$ cat src/flash_read_pkg.sv
// constants shared by the serial flash read path
package flash_read_pkg;
  // opcodes
  localparam logic [7:0] OP_READ = 8'h03;
  localparam logic [7:0] OP_FAST = 8'h0B;
  localparam logic [7:0] OP_DUAL_OUT = 8'h3B;
  localparam logic [7:0] OP_QUAD_OUT = 8'h6B;
  localparam logic [7:0] OP_DUAL_IO = 8'hBB;
  localparam logic [7:0] OP_QUAD_IO = 8'hEB;
  localparam logic [7:0] OP_WRAP_SET = 8'h77;
  // framing counts
  localparam int ADDR_BITS = 24;
  localparam logic [4:0] OPCODE_LAST = 5'h07;
  localparam logic [3:0] DUMMY_FAST = 4'h8;
  localparam logic [3:0] DUMMY_DUAL_IO = 4'h4;
  // mode byte (2 clocks) plus 4 dummy clocks
  localparam logic [3:0] DUMMY_QUAD_IO = 4'h6;
  localparam logic [4:0] WRAP_BITS_CLOCK = 5'h06;
  localparam logic [4:0] WRAP_LAST_CLOCK = 5'h07;
  localparam logic [23:0] WRAP_MIN_SECTION = 24'h000008;
  // register map (byte addresses)
  localparam logic [7:0] CTRL_OFS = 8'h00;
  localparam logic [7:0] STATUS_OFS = 8'h04;
  localparam logic [7:0] ADDR_OFS = 8'h08;
  // field positions
  localparam int CTRL_QE_BIT = 0;
  localparam int CTRL_SRST_BIT = 1;
  // reset values
  localparam logic QE_RST = 1'b0;
  localparam logic WRAP_DIS_RST = 1'b1;
  localparam logic [1:0] WRAP_LEN_RST = 2'h0;
  // synchroniser depth
  localparam int SYNC_STAGES = 3;
endpackage : flash_read_pkg

$ cat src/serial_flash_read_path.sv
// read-command front end of a serial flash with wishbone control
// Overview of operation
// - standard read: opcode, 24-bit address, single lane
// - opcode and address sampled on clock rise
// - data out msb first on falling edges
// - address advances by one per byte
// - select high ends command, lanes released
// - reads ignored while busy cycle runs
// - fast read: eight dummy clocks, lane undriven
// - dual output read after eight dummy clocks
// - quad output read needs quad enable
// - dual io: address two bits, four dummies
// - quad io read needs quad enable
// - wrap setup: 24 dummy bits, wrap byte
// - wrap disable bit zero enables wrapping
// - length field selects 8/16/32/64 bytes
// - wrapped output stays inside aligned section
// - wrap setting applies to later quad io
// - reset forces wrap disabled
// - dual lanes: high bit on lane one
// - quad lanes: nibble bit n on lane n
// - quad address as six nibbles, mode two
// - wrap bits on quad lanes, second-last clock
`timescale 1ns/1ps
module serial_flash_read_path (
  // clock and reset
  input wire logic clk_i,
  input wire logic rst_i,
  // wishbone slave
  input wire logic wb_cyc_i,
  input wire logic wb_stb_i,
  input wire logic wb_we_i,
  input wire logic [7:0] wb_adr_i,
  input wire logic [3:0] wb_sel_i,
  input wire logic [31:0] wb_dat_i,
  output logic [31:0] wb_dat_o,
  output logic wb_ack_o,
  // serial link pins
  input wire logic sclk_i,
  input wire logic cs_n_i,
  input wire logic [3:0] lane_pin_i,
  output logic [3:0] lane_pin_o,
  output logic [3:0] lane_oe_n_o,
  // array side
  input wire logic busy_i,
  input wire logic [7:0] mem_data_i,
  output logic mem_rd_o,
  output logic [flash_read_pkg::ADDR_BITS-1:0] mem_addr_o
);
  import flash_read_pkg::*;

  typedef enum logic [2:0] {ST_OPC, ST_ADDR, ST_DUMMY, ST_DATA, ST_WRAP, ST_IGN} state_e;

  state_e state_r;
  logic [5:0] link_q;
  logic sclk_d_r;
  logic rise;
  logic fall;
  logic cs_act;
  logic [3:0] lane_q;
  logic [4:0] cnt_r;
  logic [23:0] sh_in_r;
  logic [7:0] opc_r;
  logic [23:0] addr_r;
  logic fetch_r;
  logic [7:0] fetched_r;
  logic [2:0] beat_r;
  logic [7:0] out_sh_r;
  logic qe_r;
  logic srst_r;
  logic wrap_dis_r;
  logic [1:0] wrap_len_r;
  logic ignored_r;
  logic wb_req;
  logic [7:0] op_now;
  logic [23:0] addr_now;
  logic [2:0] beat_last;

  function automatic logic [2:0] in_lanes(input logic [7:0] op);
    if (op == OP_DUAL_IO) return 3'h2;
    if (op == OP_QUAD_IO || op == OP_WRAP_SET) return 3'h4;
    return 3'h1;
  endfunction : in_lanes

  function automatic logic [2:0] out_lanes(input logic [7:0] op);
    if (op == OP_DUAL_OUT || op == OP_DUAL_IO) return 3'h2;
    if (op == OP_QUAD_OUT || op == OP_QUAD_IO) return 3'h4;
    return 3'h1;
  endfunction : out_lanes

  function automatic logic [3:0] dummy_clocks(input logic [7:0] op);
    if (op == OP_READ) return 4'h0;
    if (op == OP_DUAL_IO) return DUMMY_DUAL_IO;
    if (op == OP_QUAD_IO) return DUMMY_QUAD_IO;
    return DUMMY_FAST;
  endfunction : dummy_clocks

  function automatic logic is_read(input logic [7:0] op);
    return op == OP_READ || op == OP_FAST || op == OP_DUAL_OUT || op == OP_QUAD_OUT
      || op == OP_DUAL_IO || op == OP_QUAD_IO;
  endfunction : is_read

  // msb-first shift by one, two or four lanes
  function automatic logic [23:0] shift_in(input logic [23:0] sh, input logic [3:0] ln,
                                           input logic [2:0] w);
    case (w)
      3'h2: return {sh[21:0], ln[1:0]};
      3'h4: return {sh[19:0], ln[3:0]};
      default: return {sh[22:0], ln[0]};
    endcase
  endfunction : shift_in

  // last clock index of the 24-bit address phase
  function automatic logic [4:0] addr_last(input logic [2:0] w);
    case (w)
      3'h2: return 5'h0B;
      3'h4: return 5'h05;
      default: return 5'h17;
    endcase
  endfunction : addr_last

  function automatic logic [23:0] next_addr(input logic [23:0] a, input logic wrap_on,
                                            input logic [1:0] len);
    logic [23:0] inc;
    logic [23:0] m;
    inc = a + 24'h000001;
    m = (WRAP_MIN_SECTION << len) - 24'h000001;
    return wrap_on ? ((a & ~m) | (inc & m)) : inc;
  endfunction : next_addr

  pin_sync #(.W(6)) link_sync (
    .clk_i(clk_i),
    .rst_i(rst_i),
    .d_i({sclk_i, cs_n_i, lane_pin_i}),
    .q_o(link_q)
  );

  assign lane_q = link_q[3:0];
  assign cs_act = ~link_q[4];
  assign rise = cs_act & link_q[5] & ~sclk_d_r;
  assign fall = cs_act & ~link_q[5] & sclk_d_r;
  assign op_now = {sh_in_r[6:0], lane_q[0]};
  assign addr_now = shift_in(sh_in_r, lane_q, in_lanes(opc_r));
  assign beat_last = 3'h7 >> (out_lanes(opc_r) >> 1);
  assign wb_req = wb_cyc_i & wb_stb_i;

  always_ff @(posedge clk_i) begin
    if (rst_i) begin
      sclk_d_r <= 1'b1; // matches synchroniser reset level, so no false rise
    end else begin
      sclk_d_r <= link_q[5];
    end
  end

  // command sequencer; select high aborts from any state
  always_ff @(posedge clk_i) begin
    if (rst_i || !cs_act) begin
      state_r <= ST_OPC;
      cnt_r <= 5'h00;
      sh_in_r <= 24'h000000;
      fetch_r <= 1'b0;
      if (rst_i) begin
        opc_r <= 8'h00;
        addr_r <= 24'h000000;
        ignored_r <= 1'b0;
      end
    end else begin
      fetch_r <= 1'b0;
      if (rise) begin
        unique case (state_r)
          ST_OPC: begin
            sh_in_r <= shift_in(sh_in_r, lane_q, 3'h1);
            cnt_r <= cnt_r + 5'h01;
            if (cnt_r == OPCODE_LAST) begin
              opc_r <= op_now;
              cnt_r <= 5'h00;
              sh_in_r <= 24'h000000;
              ignored_r <= 1'b0;
              if (op_now == OP_WRAP_SET) begin
                state_r <= ST_WRAP;
              end else if (!is_read(op_now) || busy_i) begin
                state_r <= ST_IGN;
                ignored_r <= is_read(op_now);
              end else if ((op_now == OP_QUAD_OUT || op_now == OP_QUAD_IO) && !qe_r) begin
                state_r <= ST_IGN;
                ignored_r <= 1'b1;
              end else begin
                state_r <= ST_ADDR;
              end
            end
          end
          ST_ADDR: begin
            sh_in_r <= addr_now;
            cnt_r <= cnt_r + 5'h01;
            if (cnt_r == addr_last(in_lanes(opc_r))) begin
              addr_r <= addr_now;
              cnt_r <= 5'h00;
              if (dummy_clocks(opc_r) == 4'h0) begin
                state_r <= ST_DATA;
                fetch_r <= 1'b1;
              end else begin
                state_r <= ST_DUMMY;
              end
            end
          end
          ST_DUMMY: begin
            // mode byte and dummy input are don't care
            cnt_r <= cnt_r + 5'h01;
            if (cnt_r[3:0] == dummy_clocks(opc_r) - 4'h1) begin
              state_r <= ST_DATA;
              fetch_r <= 1'b1;
            end
          end
          ST_WRAP: begin
            cnt_r <= cnt_r + 5'h01;
            if (cnt_r == WRAP_LAST_CLOCK) begin
              state_r <= ST_IGN;
            end
          end
          ST_DATA, ST_IGN: begin
          end
        endcase
      end else if (fall && state_r == ST_DATA && beat_r == beat_last) begin
        // wrap only for quad io, per stored setting
        addr_r <= next_addr(addr_r, !wrap_dis_r && opc_r == OP_QUAD_IO, wrap_len_r);
        fetch_r <= 1'b1;
      end
    end
  end

  // array fetch; byte taken at the edge that ends the strobe cycle
  always_ff @(posedge clk_i) begin
    if (rst_i) begin
      mem_rd_o <= 1'b0;
      mem_addr_o <= 24'h000000;
      fetched_r <= 8'h00;
    end else begin
      mem_rd_o <= fetch_r;
      if (fetch_r) begin
        mem_addr_o <= addr_r;
      end
      if (mem_rd_o) begin
        fetched_r <= mem_data_i;
      end
    end
  end

  // output shifter; lanes float except while data is driven
  always_ff @(posedge clk_i) begin
    if (rst_i || !cs_act) begin
      lane_pin_o <= 4'h0;
      lane_oe_n_o <= 4'hF;
      beat_r <= 3'h0;
      out_sh_r <= 8'h00;
    end else if (fall && state_r == ST_DATA) begin
      logic [7:0] sh;
      sh = (beat_r == 3'h0) ? fetched_r : out_sh_r;
      case (out_lanes(opc_r))
        3'h2: begin
          lane_pin_o <= {2'h0, sh[7:6]};
          lane_oe_n_o <= 4'hC;
          out_sh_r <= {sh[5:0], 2'h0};
        end
        3'h4: begin
          lane_pin_o <= sh[7:4];
          lane_oe_n_o <= 4'h0;
          out_sh_r <= {sh[3:0], 4'h0};
        end
        default: begin
          lane_pin_o <= {2'h0, sh[7], 1'b0};
          lane_oe_n_o <= 4'hD;
          out_sh_r <= {sh[6:0], 1'b0};
        end
      endcase
      beat_r <= (beat_r == beat_last) ? 3'h0 : beat_r + 3'h1;
    end
  end

  // wrap setting; low nibble and top bit of the wrap byte unused
  always_ff @(posedge clk_i) begin
    if (rst_i || srst_r) begin
      wrap_dis_r <= WRAP_DIS_RST;
      wrap_len_r <= WRAP_LEN_RST;
    end else if (rise && state_r == ST_WRAP && cnt_r == WRAP_BITS_CLOCK) begin
      wrap_dis_r <= lane_q[0];
      wrap_len_r <= lane_q[2:1];
    end
  end

  // wishbone slave: ack one cycle after request, write commits with ack
  always_ff @(posedge clk_i) begin
    if (rst_i) begin
      wb_ack_o <= 1'b0;
      wb_dat_o <= 32'h00000000;
      qe_r <= QE_RST;
      srst_r <= 1'b0;
    end else begin
      wb_ack_o <= wb_req & ~wb_ack_o;
      srst_r <= 1'b0;
      if (wb_req && !wb_ack_o) begin
        case (wb_adr_i)
          CTRL_OFS: wb_dat_o <= {31'h00000000, qe_r};
          STATUS_OFS: wb_dat_o <= {24'h000000, 1'b0, ignored_r, state_r == ST_DATA,
                                   cs_act, 1'b0, wrap_len_r, wrap_dis_r};
          ADDR_OFS: wb_dat_o <= {8'h00, addr_r};
          default: wb_dat_o <= 32'h00000000;
        endcase
      end
      if (wb_req && wb_ack_o && wb_we_i && wb_sel_i[0] && wb_adr_i == CTRL_OFS) begin
        qe_r <= wb_dat_i[CTRL_QE_BIT];
        srst_r <= wb_dat_i[CTRL_SRST_BIT];
      end
    end
  end

  release_on_cs_a: assert property (@(posedge clk_i) disable iff (rst_i)
    !cs_act |=> lane_oe_n_o == 4'hF)
    else $error("lanes driven after select high");

  busy_ignore_a: assert property (@(posedge clk_i) disable iff (rst_i)
    rise && state_r == ST_OPC && cnt_r == OPCODE_LAST && busy_i && op_now == OP_READ
    |=> state_r == ST_IGN)
    else $error("read accepted while busy");

  quad_gate_a: assert property (@(posedge clk_i) disable iff (rst_i)
    rise && state_r == ST_OPC && cnt_r == OPCODE_LAST && !qe_r && op_now == OP_QUAD_IO
    |=> state_r == ST_IGN)
    else $error("quad read accepted without quad enable");

  dummy_quiet_a: assert property (@(posedge clk_i) disable iff (rst_i)
    state_r inside {ST_OPC, ST_ADDR, ST_DUMMY, ST_WRAP, ST_IGN} |-> lane_oe_n_o == 4'hF)
    else $error("lane driven before data phase");

  fall_change_a: assert property (@(posedge clk_i) disable iff (rst_i)
    cs_act && $past(cs_act) && $changed(lane_pin_o) |-> $past(fall))
    else $error("data changed away from falling edge");

  rise_sample_a: assert property (@(posedge clk_i) disable iff (rst_i)
    cs_act && $past(cs_act) && $changed(sh_in_r) |-> $past(rise))
    else $error("input shifted away from rising edge");

  addr_step_a: assert property (@(posedge clk_i) disable iff (rst_i)
    fall && cs_act && state_r == ST_DATA && beat_r == beat_last && opc_r != OP_QUAD_IO
    |=> addr_r == $past(addr_r) + 24'h000001 ##1 mem_rd_o && mem_addr_o == $past(addr_r))
    else $error("read address not advanced and fetched");

  wrap_bound_a: assert property (@(posedge clk_i) disable iff (rst_i)
    fall && cs_act && state_r == ST_DATA && beat_r == beat_last && opc_r == OP_QUAD_IO
    && !wrap_dis_r |=> addr_r[23:6] == $past(addr_r[23:6]) && addr_r[2:0] == $past(addr_r[2:0]) + 3'h1)
    else $error("wrapped address left its section");

  wrap_default_a: assert property (@(posedge clk_i) disable iff (rst_i)
    $fell(rst_i) || $past(srst_r) |-> wrap_dis_r)
    else $error("wrap not disabled after reset");

  wb_ack_a: assert property (@(posedge clk_i) disable iff (rst_i)
    wb_req && !wb_ack_o |=> wb_ack_o ##1 !wb_ack_o)
    else $error("wishbone ack not a single cycle");
endmodule : serial_flash_read_path

$ cat src/pin_sync.sv
// three-stage pin synchroniser with agreement filter
`timescale 1ns/1ps
module pin_sync #(
  parameter int W = 1
) (
  // clock and reset
  input wire logic clk_i,
  input wire logic rst_i,
  // pins in, filtered levels out
  input wire logic [W-1:0] d_i,
  output logic [W-1:0] q_o
);
  logic [W-1:0] s1_r;
  logic [W-1:0] s2_r;
  logic [W-1:0] s3_r;

  always_ff @(posedge clk_i) begin
    if (rst_i) begin
      s1_r <= '1;
      s2_r <= '1;
      s3_r <= '1;
    end else begin
      s1_r <= d_i;
      s2_r <= s1_r;
      s3_r <= s2_r;
    end
  end

  // a bit moves only once stages two and three agree
  always_ff @(posedge clk_i) begin
    if (rst_i) begin
      q_o <= '1;
    end else begin
      for (int i = 0; i < W; i++) begin
        if (s2_r[i] == s3_r[i]) begin
          q_o[i] <= s3_r[i];
        end
      end
    end
  end
endmodule : pin_sync

$ cat config.mk
export PLATFORM = sky130hd
export DESIGN_NAME = serial_flash_read_path
export DESIGN_NICKNAME = d
export VERILOG_FILES = /design/src/flash_read_pkg.sv /design/src/serial_flash_read_path.sv /design/src/pin_sync.sv
export SDC_FILE = /design/constraint.sdc
export NUM_CORES = 1
export LEC_CHECK = 0
export BUFFER_PORTS_ARGS = -buffer_cell sky130_fd_sc_hd__buf_4
export CORE_ASPECT_RATIO = 1.5
export CORE_MARGIN = 5
export CORE_UTILIZATION = 35
export DETAILED_ROUTE_END_ITERATION = 16
export GPL_TIMING_DRIVEN = 0
export SLEW_MARGIN = 20
export SYNTH_ARGS = -nofsm -noshare
export SYNTH_HDL_FRONTEND = slang
export SYNTH_HIERARCHICAL = 1
export SYNTH_SLANG_ARGS = --single-unit
$ cat constraint.sdc
create_clock -name clk_i -period 3.3 [get_ports clk_i]
set_input_delay 0.33 -clock clk_i [delete_from_list [all_inputs] [get_ports clk_i]]
set_output_delay 0.33 -clock clk_i [all_outputs]
set_load 0.03 [all_outputs]
## After elaboration in Yosys (flattened, before gate mapping)

Cells that the tools add are included.

- Add/sub/neg operators: 5
- Multipliers: 0
- Div/mod/pow operators: 0
- Order comparisons: 0
- Equality and inequality tests: 43
- Shifts and indexed selects: 2
- Muxes and demuxes: 131
- Bitwise gates (word level): 15
- Reductions and logical operators: 45

Operator list:

| cell | count |
|---|---|
| 24-bit 2-to-1 mux | 7 |
| 3-bit 2-to-1 mux | 25 |
| 24-bit case mux with 3 select lines | 1 |
| 4-bit 2-to-1 mux | 16 |
| 1-bit 2-to-1 mux | 61 |
| 24-bit AND | 2 |
| 8-bit 2-to-1 mux | 6 |
| 24-bit case mux with 2 select lines | 1 |
| 23-bit case mux with 2 select lines | 1 |
| 8-bit by 7-bit equality test with 1-bit output, second input constant | 4 |
| 8-bit equality test, second input constant | 4 |
| 5-bit 2-to-1 mux | 5 |
| 24-bit by 1-bit adder with 24-bit output, second input constant | 1 |
| 24-bit NOT | 1 |
| 24-bit OR | 1 |
| 4-bit by 2-bit left shift with 24-bit output, first input constant | 1 |
| 24-bit by 1-bit subtractor with 24-bit output, second input constant | 1 |
| 23-bit 2-to-1 mux | 1 |
| 8-bit by 2-bit equality test with 1-bit output, second input constant | 2 |
| 8-bit by 4-bit equality test with 1-bit output, second input constant | 2 |
| 8-bit by 6-bit equality test with 1-bit output, second input constant | 2 |
| 4-bit case mux with 2 select lines | 2 |
| 8-bit case mux with 2 select lines | 1 |
| 3-bit by 2-bit equality test with 1-bit output, second input constant | 5 |
| 33 further kinds | 88 |

- Register bits: 180
- Bits in latches: 0
- Bits in writable memories: 0
- ROM bits: 0
- Bits of input ports: 64
- Output and inout port bits: 66
- Memories kept: 0

## Logic depth before layout (Yosys ltp)

- Depth after elaboration: 47
- Depth in mapped cells: 12
- Depth with buffers taken out: 11

## Modules after synthesis

The synthesis kept the hierarchy.

Modules (own cells, without submodules):

| module | instances | cells each | area each (um2) |
|---|---|---|---|
| serial_flash_read_path | 1 | 800 | 7248.2 |
| pin_sync | 1 | 62 | 713.2 |

## Least setup slack after synthesis

OpenSTA, ideal clock, no wires.

- Path type: flip-flop to flip-flop
- From: register opc_r[2]
- To: register addr_r[0], enable pin
- Setup time: 0.381 ns
- Data arrival time: 2.255 ns
- Setup slack: 0.663 ns
- Stages on the path, launching flop included: 8
- Path buffers: 1
- Period minus slack after synthesis: 2.637 ns
- Cells stage by stage: edfxtp_1 > nor3_2 > and3_1 > buf_2 > a22oi_1 > a211o_1 > nor2_1 > or3b_1

- Word-level cells in the longest chain between the ends: 20

Ends and longest elaborated chain:

| what | RTL line | text |
|---|---|---|
| start: declaration | serial_flash_read_path.sv:63 | `logic [7:0] opc_r;` |
| start signal: assignment | serial_flash_read_path.sv:175 | `opc_r <= op_now;` |
| 8-bit equality test / 8-bit by 7-bit equality test with 1-bit output (equally long branches) | serial_flash_read_path.sv:81, serial_flash_read_path.sv:87 |  |
| 1-bit logical OR | serial_flash_read_path.sv:81 | `if (op == OP_QUAD_IO \|\| op == OP_WRAP_SET) return 3'h4;` |
| 1-bit 2-to-1 mux (2 in series) | serial_flash_read_path.sv:81 |  |
| 1-bit 2-to-1 mux | serial_flash_read_path.sv:170 | `unique case (state_r)` |
| 1-bit 2-to-1 mux | serial_flash_read_path.sv:169 | `if (rise) begin` |
| 1-bit 2-to-1 mux | serial_flash_read_path.sv:157 | `if (rst_i \|\| !cs_act) begin` |
| 3-bit 2-to-1 mux | serial_flash_read_path.sv:82 | `return 3'h1;` |
| 3-bit 2-to-1 mux | serial_flash_read_path.sv:81 |  |
| (+3 left out) | - |  |
| 3-bit equality test / 3-bit by 2-bit equality test with 1-bit output (equally long branches) | serial_flash_read_path.sv:115 | `case (w)` |
| 5-bit case mux with 2 select lines | serial_flash_read_path.sv:115 |  |
| 5-bit 2-to-1 mux | serial_flash_read_path.sv:170 |  |
| 5-bit 2-to-1 mux | serial_flash_read_path.sv:169 |  |
| 5-bit 2-to-1 mux | serial_flash_read_path.sv:157 |  |
| 5-bit equality test | serial_flash_read_path.sv:195 | `if (cnt_r == addr_last(in_lanes(opc_r))) begin` |
| 3-bit by 1-bit inequality test with 1-bit output (no source line) | - |  |
| 4-bit AND reduction (no source line) * | - |  |
| end signal: assignment | serial_flash_read_path.sv:196 | `addr_r <= addr_now;` |
| end signal: assignment | serial_flash_read_path.sv:225 | `addr_r <= next_addr(addr_r, !wrap_dis_r && opc_r == OP_QUAD_IO, wrap_len_r);` |
| end: declaration | serial_flash_read_path.sv:64 | `logic [23:0] addr_r;` |

Every way passes the cells marked *; elsewhere a longest branch is shown, timed or not. The select of a mux whose other input is x is not followed.
A chain may end at the register's enable or synchronous reset.

## Worst setup path after layout

- From: register opc_r[7]
- To: register addr_r[11], enable pin

The elaborated chain is that of the path after synthesis.

==> out/metrics.csv <==
stage,metric,value,unit
global_routing,number of global-route vias before repair,6566,
timing,final period utilization,0.923,
yosys,portion of the post-synthesis area used by sequential elements,0.469,
clock_network,TritonCTS clock tree,done,
timing,Hold Fails Final Rpt,0,
yosys,biggest area contributors in the synthesized netlist,"sky130_fd_sc_hd__dfxtp_1, sky130_fd_sc_hd__edfxtp_1, sky130_fd_sc_hd__mux2i_1, sky130_fd_sc_hd__nor2_1, sky130_fd_sc_hd__a21oi_1",
timing,min setup slack post-route,0.254,ns
critical_path,Worst path top cell family by delay,simple AND/OR/NAND/NOR gates,
yosys,top cell type by total area after synthesis,sky130_fd_sc_hd__dfxtp_1,
timing,post-route clock skew,0.00972,ns
die,I/O Pins,130,
placed_design,count of buffers inserted at the top-level ports,88,
critical_path,endpoint required time on the critical path,3.41,ns
routing,number of nets with antenna violations after detailed routing,0,
clock_network,hold buffer count at CTS,0,
routing,routed wirelength normalized by instance count,17.3,um
final_layout,Area growth syn-to-layout,20.5,%
timing,crit path time final,3.05,ns
final_layout,post-route cell area,9590,um2
clock_network,Num Clock Sinks,170,
yosys,async set-or-reset flop fraction in the synthesized netlist,0,
yosys,register bit count reported by yosys,170,
routing,total wire length,21900,um
clock_network,Num CTS Buffers,17,
die,starting density of the core,0.356,
placed_design,area after detailed placement,8990,um2
clock_network,Root Driver,sky130_fd_sc_hd__clkbuf_16,
timing,Highest Clock Rate,0.328,GHz
final_layout,area occupied by registers,3730,um2
timing,unrepaired setup endpoints after global routing,false,
critical_path,cell with the largest stage delay on the worst path,sky130_fd_sc_hd__nor3_2,
final_layout,footprint of the multi-input gates,3910,um2
yosys,count of yosys warnings during synthesis,6,
die,die width,133,um
clock_network,CTS H-tree depth,4,
global_routing,Overflow after GRT,0,
clock_network,number of buffers inserted by post-CTS setup repair,0,
timing,max-slew violation total from the final report,0,
pwr,maximum resistive drop on vdd,366,uV
critical_path,buffers and inverters on the worst path,1,
yosys,Syn Std Cell Area,7960,um2
timing,final setup vio count,0,
routing,Via Count,6693,
die,number of placement rows,67,
final_layout,number of fillers in the final layout,2171,
critical_path,largest fanout on the critical path,24,
yosys,cell types with the highest counts after synthesis,"sky130_fd_sc_hd__dfxtp_1, sky130_fd_sc_hd__nor2_1, sky130_fd_sc_hd__a21oi_1",
global_routing,largest net degree at the start of global routing,25,
critical_path,critical path data arrival time,3.15,ns
final_layout,Nets,1048,
yosys,area fraction of the dominant cell type after synthesis,0.344,
timing,actual transition at the worst max-transition pin,0.814,ns
pwr,Lkg Pwr,3.44,nW
global_routing,global-route wire length before repair,35400,um
yosys,number of unique standard cell types used by synthesis,69,
timing,worst slew margin relative to its limit,0.457,
routing,Vias per Instance,5.30,
critical_path,crit path cell chain,"clkbuf_2, nand4b_1, nor3b_2, nor3_2, nand3_1, a211o_1, nor2_1, or3b_4",
final_layout,final cell count without fillers,1264,
yosys,predominant post-synthesis flop cell,sky130_fd_sc_hd__dfxtp_1,
critical_path,delay of the slowest cell on the worst path,0.55,ns
critical_path,endpoint type of the worst setup path,flip-flop,
min_path,type of the most critical hold path,input port to flip-flop,
placed_design,HPWL Detailed,16500,um
job,max-cap violation count,0,
global_routing,total routing resource utilization after global routing,0.168,
critical_path,type of origin of the critical path,flip-flop,
critical_path,critical path class,flip-flop to flip-flop,
yosys,"EDFF count, synth",33,
placed_design,worst slack after detailed placement,-0.154,ns
final_layout,n_diodes,0,
routing,detailed router's first-iteration violation count,450,
clock_network,clock-pin slew of the registers on the worst-case setup and hold paths,0.07,ns
final_layout,layout cells sized above 1,0.162,
placed_design,number of cells in the design after placement,1233,
die,area of the die,25900,um2
status,run status,"complete, no violations",
pwr,P per Cell Area,452,nW/um2
global_routing,antenna violations before repair,0,
routing,DR pass1 iterations,5,
clock_network,largest buffer count on any clock path,2,
yosys,leading cell type by number of instances after synthesis,sky130_fd_sc_hd__dfxtp_1,
routing,number of design rule violations left after detail routing,0,
yosys,Gate Count Post-Synth,862,
placed_design,RePlAce Congestion,0.886,
die,Die Span Y,195,um
yosys,average size of a mapped cell,9.24,um2
final_layout,final standard cell utilization of the core,0.428,
die,Core Area,22400,um2
clock_network,clock latency on the worst-skew pair,0.44,ns
==> sequential cells by signal (all words and copies together) (netlist names), 7 cells and up <==
name,cells
addr_r,24
mem_addr_o,24
wb_dat_o,24
sh_in_r,23
fetched_r,8
opc_r,8
out_sh_r,7
==> cells in the final DEF (no fill, tap or decap), drive strengths merged, types with 10 or more instances in the layout <==
cell    Yosys  routed
nor2b      10      10
clkbuf     45      68
and2       12      12
o21ai      34      34
and3       12      12
a22o       16      16
o22ai      13      13
xor2       24      24
nor2      111     111
buf        24     112
a21oi      69      69
nand3      20      20
dfxtp     137     137
nand4      11      11
a211oi     10      10
mux2i      44      44
a22oi      43      43
nand2b     11      11
edfxtp     33      33
or2        21      21
nor3       27      27
nand2      45      45
==> cells by family (layout without fill, tap and decap cells) <==
group | Yosys count | count (layout) | synth area share
compound gates | 227 | 227 | 0.187
xor+xnor | 31 | 31 | 0.0341
fa+ha+maj | 8 | 8 | 0.0126
buf+inv | 75 | 194 | 0.0438
flops | 170 | 170 | 0.469
mux | 45 | 45 | 0.0567
other cells | 1 | 8 | 0.000471
simple gates | 305 | 305 | 0.196
==> metrics by stage <==
stage / setup TNS, ns / hold WS (ns) / power (mW)
3_3_place_gp: -3.30 / 0.387 / 2.36
5_1_grt: 0 / 0.0583 / 4.47
6_report: 0 / 0.0624 / 4.34
3_5_place_dp: -3.64 / 0.387 / 2.36
2_1_floorplan: 0 / 0.383 / 2.29
4_1_cts: 0 / 0.0491 / 4.37
==> what timing repair did <==
item / 4_1_cts / 5_1_grt
hold endpoints to repair: 0 / 0
pin swaps: 0 / 0
endpoints found under the setup margin: 24 / 24
gates resized for setup: 1 / 1
==> report_power, final <==
group	total [mW]	internal, mW	switching (mW)
Sequential	2.16	2.14	0.0249
Clock	2.03	1.17	0.855
Combinational	0.147	0.0605	0.0863
Total	4.34	3.37	0.966
==> layout make-up <==
type,count,area share
Inverter,6,0.00235
Clock inverter,8,0.00861
Multi-Input combinational cell,624,0.407
Tap cell,276,0.0360
Sequential cell,170,0.389
Clock buffer,23,0.0534
Timing Repair Buffer,88,0.0689
Buffer,69,0.0341
==> final timing paths <==
path | from | endpoint | slack (ns) | cells past startpoint
worst max-delay path | opc_r[7] | addr_r[11] | 0.25 | 8
worst min-delay path | lane_pin_i[1] | link_sync/s1_r[1] | 0.06 | 2
worst max register to register | opc_r[7] | addr_r[11] | 0.25 | 8
worst min register to register | link_sync/s1_r[2] | link_sync/s2_r[2] | 0.40 | 1
==> per-layer routing <==
layer | up-vias | global-route usage | share of wire
li1 | 3350 | - | -
met1 | 3125 | 0.204 | 0.43
met2 | 182 | 0.293 | 0.50
met3 | 36 | 0.0331 | 0.051
met4 | 0 | 0.0640 | 0.022
met5 | - | 0 | 0
Note: power is estimated with default switching activity, not from simulation.
